**src/gpdd_pkg.sv**
```systemverilog
// Package: register map, widths and reset values of the GPIO port
package gpdd_pkg;
    localparam int GPDD_PORT_W = 8;
    localparam int GPDD_ADDR_W = 12;
    localparam logic [GPDD_ADDR_W-1:0] GPDD_OFS_VALUE = 12'h000;
    localparam logic [GPDD_ADDR_W-1:0] GPDD_OFS_DIR = 12'h004;
    localparam logic [GPDD_ADDR_W-1:0] GPDD_OFS_PINS = 12'h008;
    localparam logic [GPDD_PORT_W-1:0] GPDD_RST_VALUE = 8'h00;
    localparam logic [GPDD_PORT_W-1:0] GPDD_RST_DIR = 8'h00;
    localparam logic [GPDD_PORT_W-1:0] GPDD_DIR_READBACK = 8'hff;
    localparam logic [31:0] GPDD_UNMAPPED_DATA = 32'h0000_0000;
    typedef logic [GPDD_PORT_W-1:0] gpdd_byte_t;
endpackage

```
**src/gpdd_regs_if.sv**
```systemverilog
// Interface: register write strobes and stored port state
`timescale 1ns/1ps
interface gpdd_regs_if;
    import gpdd_pkg::*;
    logic wr_value;
    logic wr_dir;
    gpdd_byte_t wdata;
    gpdd_byte_t value;
    gpdd_byte_t dir;
    modport bus (output wr_value, output wr_dir, output wdata,
                 input value, input dir);
    modport regs (input wr_value, input wr_dir, input wdata,
                  output value, output dir);
endinterface

```
**src/gpdd_top.sv**
```systemverilog
// Top: APB slave for an eight-bit GPIO port with write-only direction
`timescale 1ns/1ps
module gpdd_top
    import gpdd_pkg::*;
#(
    parameter int PORT_W = GPDD_PORT_W
)(
    input wire logic pclk,                         // Clock, 100 MHz
    input wire logic presetn,                      // Async reset, low
    input wire logic psel,                         // APB select
    input wire logic penable,                      // APB access phase
    input wire logic pwrite,                       // APB direction
    input wire logic [GPDD_ADDR_W-1:0] paddr,      // APB byte address
    input wire logic [31:0] pwdata,                // APB write data
    input wire logic [3:0] pstrb,                  // APB byte strobes
    output logic [31:0] prdata,                    // APB read data
    output logic pready,                           // APB ready
    output logic pslverr,                          // APB error
    input wire logic [GPDD_PORT_W-1:0] port_pin_n_in,  // Pin levels
    output logic [GPDD_PORT_W-1:0] port_pin_n_out,     // Pin drive value
    output logic [GPDD_PORT_W-1:0] port_pin_n_oe       // Pin drive enable
);
    import gpdd_pkg::*;

    // Elaboration check: the register map is built for one byte-wide port
    if (PORT_W != GPDD_PORT_W) begin : g_width_check
        $error("gpdd_top serves only an eight-bit port");
    end

    gpdd_regs_if rif ();

    logic setup;
    logic access;
    logic hit_value;
    logic hit_dir;
    logic hit_pins;
    gpdd_byte_t port_read;

    function automatic gpdd_byte_t gpdd_mix(input gpdd_byte_t dir,
                                            input gpdd_byte_t stored,
                                            input gpdd_byte_t pins);
        // Inputs show the pin, outputs show the latch
        return (dir & stored) | (~dir & pins);
    endfunction

    assign setup = psel && !penable;
    assign access = psel && penable;
    assign hit_value = paddr == GPDD_OFS_VALUE;
    assign hit_dir = paddr == GPDD_OFS_DIR;
    assign hit_pins = paddr == GPDD_OFS_PINS;

    // Zero wait states; lane 0 strobe needed since data sits in low byte
    assign pready = 1'b1;
    assign pslverr = access && !(hit_value || hit_dir || hit_pins);
    assign rif.wdata = pwdata[GPDD_PORT_W-1:0];
    assign rif.wr_value = access && pwrite && hit_value && pstrb[0];
    assign rif.wr_dir = access && pwrite && hit_dir && pstrb[0];

    // Read-modify-write by software sees pins, not the latch, on inputs
    assign port_read = gpdd_mix(rif.dir, rif.value, port_pin_n_in);

    always_ff @(posedge pclk or negedge presetn) begin
        if (!presetn) begin
            prdata <= GPDD_UNMAPPED_DATA;
        end else if (setup && !pwrite) begin
            if (hit_value) begin
                prdata <= {24'h000000, port_read};
            end else if (hit_dir) begin
                prdata <= {24'h000000, GPDD_DIR_READBACK};
            end else if (hit_pins) begin
                prdata <= {24'h000000, port_pin_n_in};
            end else begin
                prdata <= GPDD_UNMAPPED_DATA;
            end
        end
    end

    gpdd_port_regs u_regs (
        .pclk(pclk),
        .presetn(presetn),
        .rif(rif)
    );

    // Stored bits on input pins never reach the pad
    assign port_pin_n_oe = rif.dir;
    assign port_pin_n_out = rif.value & rif.dir;

    a_dir_reads_ones: assert property (@(posedge pclk) disable iff (!presetn)
        (setup && !pwrite && hit_dir) |=> prdata[7:0] == 8'hff)
        else $error("direction read not all ones");
    a_read_inputs: assert property (@(posedge pclk) disable iff (!presetn)
        (setup && !pwrite && hit_value) |=>
        ((prdata[7:0] & ~$past(rif.dir)) ==
         ($past(port_pin_n_in) & ~$past(rif.dir))))
        else $error("input bit did not read pin level");
    a_read_outputs: assert property (@(posedge pclk) disable iff (!presetn)
        (setup && !pwrite && hit_value) |=>
        ((prdata[7:0] & $past(rif.dir)) ==
         ($past(rif.value) & $past(rif.dir))))
        else $error("output bit did not read latch");
    a_pin_drive: assert property (@(posedge pclk) disable iff (!presetn)
        (port_pin_n_out & port_pin_n_oe) == (rif.value & rif.dir))
        else $error("output pin not driving latch");
    a_input_quiet: assert property (@(posedge pclk) disable iff (!presetn)
        rif.wr_value |=> (port_pin_n_oe == $past(rif.dir)
                          && (port_pin_n_out & ~port_pin_n_oe) == 8'h00))
        else $error("input pin driven after data write");
    a_dir_write_oe: assert property (@(posedge pclk) disable iff (!presetn)
        rif.wr_dir |=> port_pin_n_oe == $past(pwdata[7:0]))
        else $error("direction write did not reach enables");
    a_unmapped_err: assert property (@(posedge pclk) disable iff (!presetn)
        (access && !hit_value && !hit_dir && !hit_pins) |-> pslverr)
        else $error("unmapped access without error");
    // Data writes must leave the enables alone in the following cycle
    a_rmw_keeps: assert property (@(posedge pclk) disable iff (!presetn)
        (rif.wr_value && !rif.wr_dir) |=>
        (port_pin_n_oe == $past(rif.dir)))
        else $error("data write disturbed direction");
    a_ready_high: assert property (@(posedge pclk) disable iff (!presetn)
        access |-> pready)
        else $error("access phase without ready");
    a_mapped_no_err: assert property (@(posedge pclk) disable iff (!presetn)
        (access && (hit_value || hit_dir || hit_pins)) |-> !pslverr)
        else $error("mapped access flagged as error");
    a_prdata_upper: assert property (@(posedge pclk) disable iff (!presetn)
        (setup && !pwrite) |=> prdata[31:8] == 24'h000000)
        else $error("read data upper bytes not zero");
    // Read data stands until the next read setup
    a_prdata_hold: assert property (@(posedge pclk) disable iff (!presetn)
        !(setup && !pwrite) |=> $stable(prdata))
        else $error("read data changed without read");
    a_pins_read: assert property (@(posedge pclk) disable iff (!presetn)
        (setup && !pwrite && hit_pins) |=>
        prdata[7:0] == $past(port_pin_n_in))
        else $error("raw pin read wrong");
    a_lane_gate: assert property (@(posedge pclk) disable iff (!presetn)
        (access && pwrite && !pstrb[0]) |=>
        ($stable(rif.value) && $stable(rif.dir)))
        else $error("write without low lane stored");

    c_dir_read: cover property (@(posedge pclk) disable iff (!presetn)
        setup && !pwrite && hit_dir);
    c_mixed_read: cover property (@(posedge pclk) disable iff (!presetn)
        setup && !pwrite && hit_value && rif.dir != 8'h00
        && rif.dir != 8'hff);
    c_rmw: cover property (@(posedge pclk) disable iff (!presetn)
        (access && !pwrite && hit_value) ##[1:4] rif.wr_value);
    c_dir_write: cover property (@(posedge pclk) disable iff (!presetn)
        rif.wr_dir);
endmodule // gpdd_top

```
**src/gpdd_port_regs.sv**
```systemverilog
// Port data and direction registers; pin drive is built in gpdd_top
`timescale 1ns/1ps
module gpdd_port_regs
    import gpdd_pkg::*;
(
    input wire logic pclk,       // Clock
    input wire logic presetn,    // Async reset, low
    gpdd_regs_if.regs rif        // Strobes and state
);
    always_ff @(posedge pclk or negedge presetn) begin
        if (!presetn) begin
            rif.value <= GPDD_RST_VALUE;
        end else if (rif.wr_value) begin
            rif.value <= rif.wdata;
        end
    end

    always_ff @(posedge pclk or negedge presetn) begin
        if (!presetn) begin
            rif.dir <= GPDD_RST_DIR;
        end else if (rif.wr_dir) begin
            rif.dir <= rif.wdata;
        end
    end

    a_value_store: assert property (@(posedge pclk) disable iff (!presetn)
        rif.wr_value |=> rif.value == $past(rif.wdata))
        else $error("port value not stored");
    a_dir_store: assert property (@(posedge pclk) disable iff (!presetn)
        rif.wr_dir |=> rif.dir == $past(rif.wdata))
        else $error("direction byte not stored");
    a_dir_hold: assert property (@(posedge pclk) disable iff (!presetn)
        !rif.wr_dir |=> $stable(rif.dir))
        else $error("direction changed without write");
endmodule // gpdd_port_regs

```
**config.mk**
```make
export PLATFORM = sky130hd
export DESIGN_NAME = gpdd_top
export DESIGN_NICKNAME = d
export VERILOG_FILES = /design/src/gpdd_pkg.sv /design/src/gpdd_regs_if.sv /design/src/gpdd_top.sv /design/src/gpdd_port_regs.sv
export SDC_FILE = /design/constraint.sdc
export NUM_CORES = 1
export LEC_CHECK = 0
export BUFFER_PORTS_ARGS = -buffer_cell sky130_fd_sc_hd__buf_2
export CORE_ASPECT_RATIO = 2
export CORE_MARGIN = 8
export CORE_UTILIZATION = 39
export DETAILED_ROUTE_END_ITERATION = 7
export PLACE_DENSITY_LB_ADDON = 0.2
export SYNTH_ARGS = -nofsm -noshare
export SYNTH_HDL_FRONTEND = slang
export SYNTH_SLANG_ARGS = --single-unit
```
**constraint.sdc**
```tcl
create_clock -name pclk -period 1.9 [get_ports pclk]
set_input_delay 0.38 -clock pclk [delete_from_list [all_inputs] [get_ports pclk]]
set_output_delay 0.38 -clock pclk [all_outputs]
set_load 0.1 [all_outputs]
```
# [Word-level counts from Yosys, hierarchy flattened]
# Index checks and enable logic that the tools add are counted.
[classes] n_eq_ne=2 muxes=3 bitwise=4 n_reduce_logical=15
[op_table] op="two-way mux 8 bit" n=3
[op_table] op="bitwise AND 8 bit" n=2
[op_table] op="equality test 12 x 3 -> 1 bit, second input constant" n=1
[op_table] op="equality test 12 x 4 -> 1 bit, second input constant" n=1
[op_table] op="zero test 12 bit" n=1
[op_table] op="logical AND 1 bit" n=9
[op_table] op="inverter 8 bit" n=1
[op_table] op="bitwise OR 8 bit" n=1
[op_table] op="zero test 1 bit" n=3
[op_table] op="logical OR 1 bit" n=2
[totals] regBits=48 input_bits=61

# [Logic depth before layout (Yosys ltp)]
# Gate-level depths: netlist of run 1.
[depth] ltp_word=5 ltp_mapped=5 mapped_depth_nobuf=4

# [Hierarchy]
# A second synthesis of run 1 with hierarchy kept.
[unflattened] hier_cells=144 area_unflattened_um2=1486.4
[modules_own_cells] mod="gpdd_top" instances=1 cells_per_inst=110 area_per_inst_um2=823.3 seq_area_each_um2=200.2
[modules_own_cells] mod="gpdd_port_regs" instances=1 cells_per_inst=34 area_per_inst_um2=663.1 seq_area_each_um2=400.4

# [Least setup slack after synthesis of run 1]
# OpenSTA, ideal clock, no wires.
[synth_timing] path_kind="input to output" startpoint="input paddr[2]" endpoint="output pslverr" arrival_time_ns=2.159 required_ns=1.520 slack_ns=-0.639 path_stages=3 n_path_buf=1 path_cell_list="clkbuf_1 > nand2_1 > a21oi_1"
[synth_between] elab_chain_cells=5 word_cells_on_any_way=7 cone_classes="eq/ne: 2; reduce/logical: 5"
[synth_rtl] item="from (decl)" line_no="gpdd_top.sv:13" text="input wire logic [GPDD_ADDR_W-1:0] paddr,"
[synth_rtl] item="equality test 12 x 3 -> 1 bit or zero test 12 bit (tied branches)" line_no="gpdd_top.sv:49, gpdd_top.sv:48"
[synth_rtl] item="logical OR 1 bit" line_no="gpdd_top.sv:54" text="assign pslverr = access && !(hit_value || hit_dir || hit_pins);"
[synth_rtl] item="logical OR 1 bit *" line_no="gpdd_top.sv:54"
[synth_rtl] item="zero test 1 bit *" line_no="gpdd_top.sv:54"
[synth_rtl] item="logical AND 1 bit *" line_no="gpdd_top.sv:54"
[synth_rtl] item="to (decl)" line_no="gpdd_top.sv:18" text="output logic pslverr,"
# Mark *: on every way between the ends. The rest lies on a longest branch, timed or not.

# [Final worst setup path of run 1]
[layout_timing] startpoint="input paddr[11]" endpoint="register u_regs.rif.value[4]"
[layout_between] elab_chain_cells=3
[layout_rtl] item="zero test 12 bit" line_no="gpdd_top.sv:48" text="assign hit_value = paddr == GPDD_OFS_VALUE;"
[layout_rtl] item="logical AND 1 bit (2 in series)" line_no="gpdd_top.sv:56" text="assign rif.wr_value = access && pwrite && hit_value && pstrb[0];"
[layout_rtl] item="to (signal assigned)" line_no="gpdd_port_regs.sv:14" text="rif.value <= rif.wdata;"
[layout_rtl] item="to (decl)" line_no="gpdd_regs_if.sv:13" text="output value, output dir);"
# Every way passes these cells.
# A chain may end at the register's enable or synchronous reset.

==> metrics.csv, run 1 <==
stage,metric,value,unit
run_status,outcome,"finished, violations left",
run_status,failed_checks,setup timing,
die,design.core.area,0.003416,mm2
cts,worstSkewPairLatency,0.26,ns
finish,antenna_diode_count,0,
cts,htree_levels,1,
logic_synthesis,yosys_warnings,0,
drt,first_iter_violations,22,
timing,fmax,0.4871,GHz
cts,clk_root_buffer_cell,sky130_fd_sc_hd__clkbuf_8,
power_and_ir_drop,netSwitchingFraction,0.3783,
placed_design,place_congestion,0.7770,
power_and_ir_drop,net-switching-power,0.0004264,W
placed_design,port-buffer-count,58,
finish,regArea,610.6,um2
worst_setup_path,critPathKind,in -> reg,
timing,fin_hold_ws,0.08311,ns
worst_setup_path,setup.reg_to_reg.worst_slack,0.96,ns
grt,use_met1,0.1257,
timing,hold_violations,0,
placed_design,hpwlAfterDp,3.122,mm
grt,antenna_found_initial,0,
cts,clock_tree_from_tritoncts,yes,
logic_synthesis,netlist_instances,142,
drt,totalWireLength,3.923,mm
logic_synthesis,yosys.area.top_type_share,0.4336,
worst_setup_path,cp_slowest_stage_delay,0.55,ns
finish,nets,272,
power_and_ir_drop,power_density,609.5,mW/mm2
cts,numCtsBuffers,3,
logic_synthesis,post_synth_mux_area_share,0.1301,
die,die_w,58.14,um
grt,met3_usage,0.03718,
worst_setup_path,r2r_start,u_regs.rif.dir[6],
die,io_pins,111,
timing,finalSetupViolations,9,
drt,post_drt_wl_per_cell,15.26,um
cts,postCtsHoldBufs,0,
cts,worst_setup_hold_path_clk_slew,0.08,ns
worst_setup_path,required,2.05,ns
logic_synthesis,post_synth_instance_area,0.001385,mm2
worst_setup_path,worstSetupStartpointType,primary input,
logic_synthesis,synth_fa_ha_area_frac,0,
die,design.die.area,0.005830,mm2
power_and_ir_drop,p_clk_frac,0.258,
grt,grt_pass1_vias,1299,
worst_setup_path,cp_max_fo,8,
power_and_ir_drop,sequential_group_share_of_total_power,0.453,
logic_synthesis,synth-simple-area-share,0.1102,
worst_setup_path,worstPathCellList,buf_6 > or4_4 > or4b_4 > nor3_4 > buf_12 > mux2_2,
die,core.rowCount,30,
logic_synthesis,most_area_hungry_cell_type_in_the_yosys_netlist,sky130_fd_sc_hd__dfrtp_1,
timing,min_period_over_period,1.080,
timing,clock_skew,0.0006594,ns
power_and_ir_drop,p_leak,1.023,nW
drt,detailroute.via_count,1199,
hold_path,worst_hold_path_type,in -> async,
worst_setup_path,worstSetupStartpoint,paddr[11],
cts,clock_tree.buffer_depth,2,
worst_setup_path,critical_path.slowest_cell,sky130_fd_sc_hd__or4b_4,
drt,drc,0,
finish,fillCellCount,319,
logic_synthesis,netlist_top_cells_area,"sky130_fd_sc_hd__dfrtp_1 43%, sky130_fd_sc_hd__buf_4 14%, sky130_fd_sc_hd__mux2_2 13%",
finish,most_frequent_standard_cell_in_the_layout_excluding_fill_and_tap_cells,sky130_fd_sc_hd__buf_2,
logic_synthesis,ys_seq_elements,24,
timing,timing.max_slew.rel_slack,0.6490,
die,initial_utilization,0.4055,
logic_synthesis,area_fraction_in_compound_gates_after_synthesis,0.1337,
finish,multi_input_comb_area,661.9,um2
grt,layer_with_the_highest_usage,met2,
logic_synthesis,post_synth.cell_area_avg,9.754,um2
drt,drtAntennaViolNets,0,
power_and_ir_drop,power.internal,0.0007007,W
flow_run,maxCapViolCount,0,
grt,maximum_number_of_pins_on_one_net_before_global_route_repair,25,
cts,clock_sink_count,24,
placed_design,place_worst_setup_slack,-0.4380,ns
grt,globalRouteMet2Util,0.2448,
drt,dr.pass1.iters,4,
die,chipHeight,100.3,um
worst_setup_path,setup.worst_path.end_class,register,
logic_synthesis,main_combinational_cell_family_by_area_after_synthesis,buffers and inverters,
timing,final_max_slew_viol_count,0,
timing,worst_slew_pin_slew,0.5265,ns
timing,timing.final.crit_period,2.053,ns
finish,mostFrequentLayoutCells,"55 x sky130_fd_sc_hd__buf_2, 25 x sky130_fd_sc_hd__conb_1, 16 x sky130_fd_sc_hd__inv_1, 16 x sky130_fd_sc_hd__a21oi_1, 16 x sky130_fd_sc_hd__dfrtp_1",
grt,global_route.usage.total,0.1306,
power_and_ir_drop,ir_worst_vdd,0.5713,mV
finish,layout-drive-gt1-share,0.5407,
grt,grt_pass1_wl,6.072,mm
grt,gr-total-overflow,0,
logic_synthesis,yosysSeqAreaShare,0.4336,
logic_synthesis,yosys.area_share.xor_xnor,0,
logic_synthesis,post_synth_num_cell_types,20,
worst_setup_path,cp_data_arrival_time,2.21,ns
finish,layout-area-overhead-vs-synth,33.51,%
timing,worst_slack,-0.1528,ns
drt,viasPerCell,4.665,
timing,rsz0062_at_grt,yes,
power_and_ir_drop,power_frac_comb,0.289,
[cell usage after synthesis]
master / count
sky130_fd_sc_hd__a21oi_1: 17
sky130_fd_sc_hd__a22oi_1: 8
sky130_fd_sc_hd__and2_1: 8
sky130_fd_sc_hd__buf_4: 25
sky130_fd_sc_hd__clkbuf_1: 3
sky130_fd_sc_hd__conb_1: 2
sky130_fd_sc_hd__dfrtp_1: 24
sky130_fd_sc_hd__inv_1: 16
sky130_fd_sc_hd__mux2_2: 16
sky130_fd_sc_hd__nand2_1: 3
sky130_fd_sc_hd__nand4b_1: 1
sky130_fd_sc_hd__nor2_1: 3
sky130_fd_sc_hd__nor3_1: 1
sky130_fd_sc_hd__nor3_4: 1
sky130_fd_sc_hd__nor4_1: 1
sky130_fd_sc_hd__o21ai_0: 8
sky130_fd_sc_hd__or2_2: 1
sky130_fd_sc_hd__or3b_2: 1
sky130_fd_sc_hd__or4_1: 2
sky130_fd_sc_hd__or4b_4: 1
[per-stage QoR]
stage / total power, W / setup TNS [ns] / util / cell area (um2) / cells
after global routing: 0.001163 / -1.857 / 0.5414 / 1849 / 257
after detailed placement: 0.0008356 / -7.354 / 0.5117 / 1748 / 253
after CTS: 0.001126 / -1.261 / 0.5319 / 1817 / 256
after floorplan: 0.0008130 / -4.090 / - / 1503 / 165
after global placement: 0.0008342 / -6.788 / 0.5117 / 1748 / 253
final: 0.001127 / -1.186 / 0.5414 / 1849 / 257
[area by class of cell]
type / instances / share of cell area
repair buffers: 69 / 0.2246
inverters: 16 / 0.03248
flip-flops and latches: 24 / 0.3302
multi-input cells: 97 / 0.3579
clock buffers: 3 / 0.02233
well taps: 48 / 0.03248
[worst max-delay path: cells and delay by family]
kind          cells  cell delay (ns)
buf+inv           2             0.25
mux               1             0.33
simple gates      3             1.25
[power by group through the flow]
| stage | Clock, W | Sequential, W | Combinational, W |
|---|---|---|---|
| detailed placement | 0 | 0.000521 | 0.000315 |
| global route | 0.000313 | 0.000511 | 0.000339 |
| finish | 0.000291 | 0.000511 | 0.000326 |
| CTS | 0.000296 | 0.000511 | 0.000319 |
| global placement | 0 | 0.000521 | 0.000313 |
| floorplan | 0 | 0.000523 | 0.000290 |
[sequential cells by signal, summed over array words and instances, names as in the netlist]
name              cells
u_regs.rif.value      8
prdata                8
u_regs.rif.dir        8
[layer usage]
layer  share of wire  up-vias  wire length, um
met4           0.017        0               65
met2            0.55       61             2154
met3           0.097        7              382
li1                -      560                -
met5               0        -                0
met1            0.34      571             1320
[final timing paths]
path                            depth (start not counted)                  end
worst max-delay path                                    6  u_regs.rif.value[4]
worst min-delay path                                    1  u_regs.rif.value[4]
worst max register to register                          3            prdata[6]
worst min register to register                          1  u_regs.rif.value[5]
max in group asynchronous                               1    u_regs.rif.dir[7]
min in group pclk                                       2    u_regs.rif.dir[5]
[cells by family after synthesis]
logic type      after synthesis
other cells                   2
flops                        24
mux                          16
buf+inv                      44
simple gates                 23
compound gates               33
[repair_timing]
item,4_1_cts,5_1_grt
endpoints found under the setup margin,17,9
pin swaps,0,2
resized for setup,6,6
setup buffers,0,1
Note: power is estimated with default switching activity, not from simulation.
==> run 2, diff against run 1 <==
Settings changed: HOLD_SLACK_MARGIN set to 0.08, TNS_END_PERCENT set to 20.
==> metrics.csv, run 2 (synthesis results as in run 1) <==
stage,metric,value,unit
grt,antenna_found_initial,0,
drt,route.layer.met1.wl,1.314,mm
placed_design,place_congestion,0.8190,
finish,most_frequent_standard_cell_in_the_layout_excluding_fill_and_tap_cells,sky130_fd_sc_hd__buf_2,
finish,fillCellCount,320,
cts,clock_sink_count,24,
drt,post_drt_wl_per_cell,15.82,um
grt,global_route.usage.total,0.1387,
finish,fin_area,0.001799,mm2
timing,fin_setup_tns,-1.244,ns
drt,totalWireLength,4.081,mm
timing,timing.max_slew.rel_slack,0.6383,
power_and_ir_drop,p_clk_frac,0.291,
power_and_ir_drop,power_frac_comb,0.274,
worst_setup_path,setup.reg_to_reg.worst_slack,0.98,ns
timing,fmax,0.4867,GHz
die,initial_utilization,0.4055,
cts,worstSkewPairLatency,0.26,ns
die,chipHeight,100.3,um
drt,route.met2.wl,2.269,mm
worst_setup_path,r2r_start,u_regs.rif.dir[7],
finish,antenna_diode_count,0,
worst_setup_path,cp_data_arrival_time,2.21,ns
cts,clock_tree.buffer_depth,2,
worst_setup_path,cp_max_fo,4,
worst_setup_path,number_of_logic_stages_on_the_critical_path_including_buffering,6,
timing,hold_violations,0,
worst_setup_path,critical_path.slowest_cell,sky130_fd_sc_hd__or4b_4,
worst_setup_path,critPathKind,in -> reg,
die,die_w,58.14,um
power_and_ir_drop,netSwitchingFraction,0.3707,
placed_design,hpwlAfterDp,3.306,mm
placed_design,dpl-instance-area,0.001723,mm2
drt,dr.pass1.iters,4,
drt,detailroute.via_count,1184,
worst_setup_path,timing.rr.end,prdata[7],
cts,numCtsBuffers,3,
die,core.rowCount,30,
finish,mostFrequentLayoutCells,"57 x sky130_fd_sc_hd__buf_2, 25 x sky130_fd_sc_hd__conb_1, 24 x sky130_fd_sc_hd__dfrtp_1",
finish,nets,272,
power_and_ir_drop,ir_worst_vdd,0.4573,mV
worst_setup_path,cp_slowest_stage_delay,0.55,ns
drt,first_iter_violations,16,
cts,htree_levels,1,
finish,layout-area-overhead-vs-synth,29.90,%
worst_setup_path,critPathBufInv,2,
grt,grt_pass1_wl,6.354,mm
timing,timing.final.crit_period,2.055,ns
worst_setup_path,length_in_cells_of_the_worst_reg_to_reg_path,3,
grt,grt_pass1_vias,1294,
power_and_ir_drop,power.internal,0.0007403,W
drt,highest_layer,met4,
worst_setup_path,cpLargestDelayFamily,simple AND/OR/NAND/NOR gates,
worst_setup_path,worstPathCellList,buf_2 > or4_4 > or4b_4 > nor3_4 > buf_4 > mux2_2,
timing,clock_skew,0.001281,ns
cts,post-cts-setup-buffers,0,
power_and_ir_drop,power_density,653.8,mW/mm2
placed_design,port-buffer-count,58,
die,design.core.area,0.003416,mm2
run_status,failed_checks,setup timing,
cts,postCtsHoldBufs,0,
timing,worst_slack,-0.1549,ns
drt,drc,0,
hold_path,worst_hold_path_type,in -> async,
timing,min_period_over_period,1.082,
cts,clock_tree_from_tritoncts,yes,
finish,fin_util,0.5267,
run_status,outcome,"finished, violations left",
power_and_ir_drop,p_leak,1.023,nW
die,io_pins,111,
worst_setup_path,setup.worst_path.end_class,register,
timing,finalSetupViolations,9,
flow_run,maxCapViolCount,0,
drt,viasPerCell,4.589,
drt,drtAntennaViolNets,0,
power_and_ir_drop,net-switching-power,0.0004360,W
cts,clk_root_buffer_cell,sky130_fd_sc_hd__clkbuf_8,
worst_setup_path,required,2.05,ns
worst_setup_path,worstSetupStartpointType,primary input,
finish,layout-drive-gt1-share,0.4619,
die,design.die.area,0.005830,mm2
finish,layout_top_registers,"prdata: 8 flops, u_regs.rif.dir: 8 flops, u_regs.rif.value: 8 flops",
grt,maximum_number_of_pins_on_one_net_before_global_route_repair,25,
timing,worst_slew_pin_slew,0.5425,ns
timing,rsz0062_at_grt,yes,
grt,gr-total-overflow,0,
cts,worst_setup_hold_path_clk_slew,0.08,ns
drt,routed-wl-met3,430,um
power_and_ir_drop,sequential_group_share_of_total_power,0.434,
timing,final_max_slew_viol_count,0,
[run 2: cell types whose count changed in the layout (fill, tap and decap cells not counted), sizes merged]
| cell | before | now |
|---|---|---|
| clkbuf | 3 | 4 |
[run 2: final cells by class]
cell class | instances | area [um2] | share of cell area
inverters | 16 | 60.06 | 0.03338
well taps | 48 | 60.06 | 0.03338
flip-flops and latches | 24 | 600.6 | 0.3338
multi-input cells | 97 | 640.6 | 0.3560
clock buffers | 4 | 55.05 | 0.03060
repair buffers | 69 | 382.9 | 0.2128
[run 2: how the worst max path moves through the flow]
stage              start                   to  slack [ns]
6_report       paddr[11]  u_regs.rif.value[1]       -0.15
5_1_grt        paddr[11]  u_regs.rif.value[1]       -0.17
4_1_cts        paddr[11]  u_regs.rif.value[5]       -0.14
3_5_place_dp   paddr[11]  u_regs.rif.value[1]       -0.42
3_3_place_gp   paddr[11]  u_regs.rif.value[5]       -0.40
2_1_floorplan  paddr[11]  u_regs.rif.value[1]       -0.33
[run 2: routing by layer]
metal,global-route usage,up-vias
met5,0,-
met4,0.05133,0
met3,0.03462,6
met2,0.2690,64
met1,0.1314,553
li1,-,561
[run 2: power by group through the flow]
| stage | Clock, W | Sequential, W | Combinational [W] |
|---|---|---|---|
| 6_report | 0.000343 | 0.000511 | 0.000323 |
| 5_1_grt | 0.000366 | 0.000511 | 0.000336 |
| 4_1_cts | 0.000348 | 0.000511 | 0.000320 |
| 3_3_place_gp | 0 | 0.000521 | 0.000314 |
| 3_5_place_dp | 0 | 0.000521 | 0.000317 |
| 2_1_floorplan | 0 | 0.000523 | 0.000290 |
[run 2: timing repair]
item / CTS / global route
endpoints found under the setup margin: 11 / 9
endpoints found under the hold margin: 0 / 0
gates resized for setup: 4 / 1
[run 2: through the flow]
stage / hold WS [ns] / setup slack, ns / instances / power, W
global placement: 0.3828 / -0.3954 / 254 / 0.0008354
finish: 0.08851 / -0.1549 / 258 / 0.001176
floorplan: 0.08441 / -0.3261 / 165 / 0.0008131
CTS: 0.1008 / -0.1421 / 258 / 0.001179
detailed placement: 0.3942 / -0.4239 / 254 / 0.0008380
global route: 0.1355 / -0.1747 / 258 / 0.001214
==> run 3, diff against run 2 <==
Settings changed: CORE_UTILIZATION 39 to 40, SYNTH_HIERARCHICAL set to 1.
==> metrics.csv, run 3 <==
stage,metric,value,unit
cts,htree_levels,1,
cts,ctsResizeCount,0,
worst_setup_path,worstSetupStartpointType,primary input,
cts,worst_setup_hold_path_clk_slew,0.09,ns
worst_setup_path,required,1.52,ns
worst_setup_path,critPathBufInv,2,
worst_setup_path,cp_slowest_stage_delay,0.32,ns
logic_synthesis,post_synth_instance_area,0.001486,mm2
timing,timing.final.crit_period,1.786,ns
logic_synthesis,yosysSeqAreaShare,0.4040,
power_and_ir_drop,power.total,0.001267,W
finish,layout-area-overhead-vs-synth,23.57,%
logic_synthesis,yosysMostFrequentCell,sky130_fd_sc_hd__buf_4,
finish,fillCellCount,357,
die,core.rowCount,31,
logic_synthesis,most_instantiated_cells_after_synthesis,"25 x sky130_fd_sc_hd__buf_4, 24 x sky130_fd_sc_hd__dfrtp_1, 17 x sky130_fd_sc_hd__a21oi_1, 17 x sky130_fd_sc_hd__inv_1, 16 x sky130_fd_sc_hd__mux2_4",
worst_setup_path,length_in_cells_of_the_worst_reg_to_reg_path,3,
drt,dr.pass1.iters,4,
timing,finalSetupViolations,0,
worst_setup_path,setup.reg_to_reg.worst_slack,0.94,ns
finish,antenna_diode_count,0,
timing,timing.max_slew.rel_slack,0.6381,
grt,maximum_number_of_pins_on_one_net_before_global_route_repair,25,
cts,numCtsBuffers,3,
logic_synthesis,ys_seq_elements,24,
worst_setup_path,worstSetupStartpoint,paddr[11],
drt,viasPerCell,4.556,
die,design.core.area,0.003607,mm2
die,design.die.area,0.006041,mm2
worst_setup_path,cpLargestDelayFamily,simple AND/OR/NAND/NOR gates,
finish,fin_util,0.5092,
finish,layout-drive-gt1-share,0.4631,
grt,gr-total-overflow,0,
drt,first_iter_violations,17,
die,chipHeight,102.2,um
die,io_pins,111,
drt,totalWireLength,3.874,mm
timing,fmax,0.5598,GHz
worst_setup_path,worstPathCellList,buf_2 > nor4_2 > nand3_2 > a21oi_1 > nor2_2 > buf_4,
power_and_ir_drop,p_leak,0.9903,nW
timing,final_max_slew_viol_count,0,
cts,worstSkewPairLatency,0.26,ns
die,initial_utilization,0.4121,
cts,post-cts-setup-buffers,0,
power_and_ir_drop,power_density,689.9,mW/mm2
finish,mostFrequentLayoutCells,"57 x sky130_fd_sc_hd__buf_2, 25 x sky130_fd_sc_hd__conb_1, 22 x sky130_fd_sc_hd__dfrtp_1",
logic_synthesis,ys.flop_type,sky130_fd_sc_hd__dfrtp_1,
cts,clock_tree_from_tritoncts,yes,
timing,worst_slew_pin_slew,0.5428,ns
finish,most_frequent_standard_cell_in_the_layout_excluding_fill_and_tap_cells,sky130_fd_sc_hd__buf_2,
logic_synthesis,yosys.area.top_type_share,0.4040,
timing,fin_setup_tns,0,ns
finish,nets,265,
worst_setup_path,cp_max_fo,4,
logic_synthesis,most_area_hungry_cell_type_in_the_yosys_netlist,sky130_fd_sc_hd__dfrtp_1,
logic_synthesis,netlist_top_cells_area,"sky130_fd_sc_hd__dfrtp_1 40%, sky130_fd_sc_hd__mux2_4 16%, sky130_fd_sc_hd__buf_4 13%",
timing,hold_violations,0,
timing,clock_skew,0.003180,ns
logic_synthesis,post_synth.cell_area_avg,10.32,um2
grt,grt_pass1_vias,1235,
logic_synthesis,netlist_instances,144,
worst_setup_path,cp_data_arrival_time,1.41,ns
timing,min_period_over_period,0.9401,
hold_path,worst_hold_path_type,in -> async,
drt,drc,0,
finish,post_layout_instance_count_excluding_filler_cells,252,
placed_design,placed_cells_incl_taps,248,
worst_setup_path,setup.worst_path.end_class,output port,
flow_run,maxCapViolCount,0,
drt,post_drt_wl_per_cell,15.37,um
grt,global_route.usage.total,0.1221,
logic_synthesis,synth_edf_count,0,
drt,drtAntennaViolNets,0,
cts,postCtsHoldBufs,0,
placed_design,port-buffer-count,58,
logic_synthesis,synthArstFlopShare,1.000,
finish,layout_top_registers,"prdata: 8 flops, u_regs/rif.dir: 8 flops, u_regs/rif.value: 8 flops",
run_status,outcome,"complete, no violations",
drt,detailroute.via_count,1148,
placed_design,hpwlAfterDp,3.081,mm
cts,clock_tree.buffer_depth,2,
placed_design,place_congestion,0.7840,
timing,rsz0062_at_grt,no,
worst_setup_path,critical_path.slowest_cell,sky130_fd_sc_hd__nor4_2,
cts,clk_root_buffer_cell,sky130_fd_sc_hd__clkbuf_8,
die,die_w,59.11,um
cts,clock_sink_count,24,
logic_synthesis,post_synth_num_cell_types,22,
power_and_ir_drop,ir_worst_vdd,0.6538,mV
grt,grt_pass1_wl,5.796,mm
logic_synthesis,yosys_warnings,6,
grt,antenna_found_initial,0,
worst_setup_path,number_of_logic_stages_on_the_critical_path_including_buffering,6,
worst_setup_path,r2r_start,u_regs/rif.dir[1],
worst_setup_path,critPathKind,in -> out,
==> run 3: logic make-up after synthesis <==
group | count (synthesis) | share of synthesized area
flip-flops | 24 | 0.4040
multiplexers | 16 | 0.1616
AND/OR/NAND/NOR | 21 | 0.1086
other | 2 | 0.005052
AO/OA/AOI/OAI | 33 | 0.1246
buffers and inverters | 48 | 0.1961
==> run 3: per-stage QoR <==
step                      area, um2  setup WS (ns)  hold WS, ns
after global routing           1837        0.02473       0.1338
final                          1837         0.1138      0.09205
after CTS                      1826        0.02548      0.09513
after floorplan                1580        -0.2884      0.08441
after detailed placement       1754       -0.04203       0.3879
after global placement         1754      -0.009660       0.3784
==> run 3: power by group <==
| group | internal, W | switching (W) |
|---|---|---|
| combinational | 0.0000384 | 0.000278 |
| clock | 0.000281 | 0.000159 |
| sequential | 0.000511 | 0.000000248 |
==> run 3: final timing paths <==
check	end
max in group asynchronous	u_regs/rif.dir[1]
hold / removal	u_regs/rif.value[7]
setup reg to reg	prdata[1]
min in group pclk	u_regs/rif.value[1]
setup / recovery	pslverr
hold reg to reg	u_regs/rif.value[2]
==> run 3: metal layers <==
layer  part of all wire  GRT usage  vias to the layer above
li1                   -          -                      555
met1               0.37     0.1235                      539
met2               0.54     0.2259                       52
met3              0.092    0.04414                        2
met4             0.0036    0.02968                        0
met5                  0          0                        -
==> run 3: cell type report <==
type | count | area [um2] | area share
well taps | 49 | 61.31 | 0.03338
multi-input cells | 95 | 706.9 | 0.3849
inverters | 17 | 63.81 | 0.03474
flip-flops and latches | 24 | 603.1 | 0.3283
clock buffers | 3 | 41.29 | 0.02248
repair buffers | 63 | 330.3 | 0.1798
clock inverters | 1 | 30.03 | 0.01635
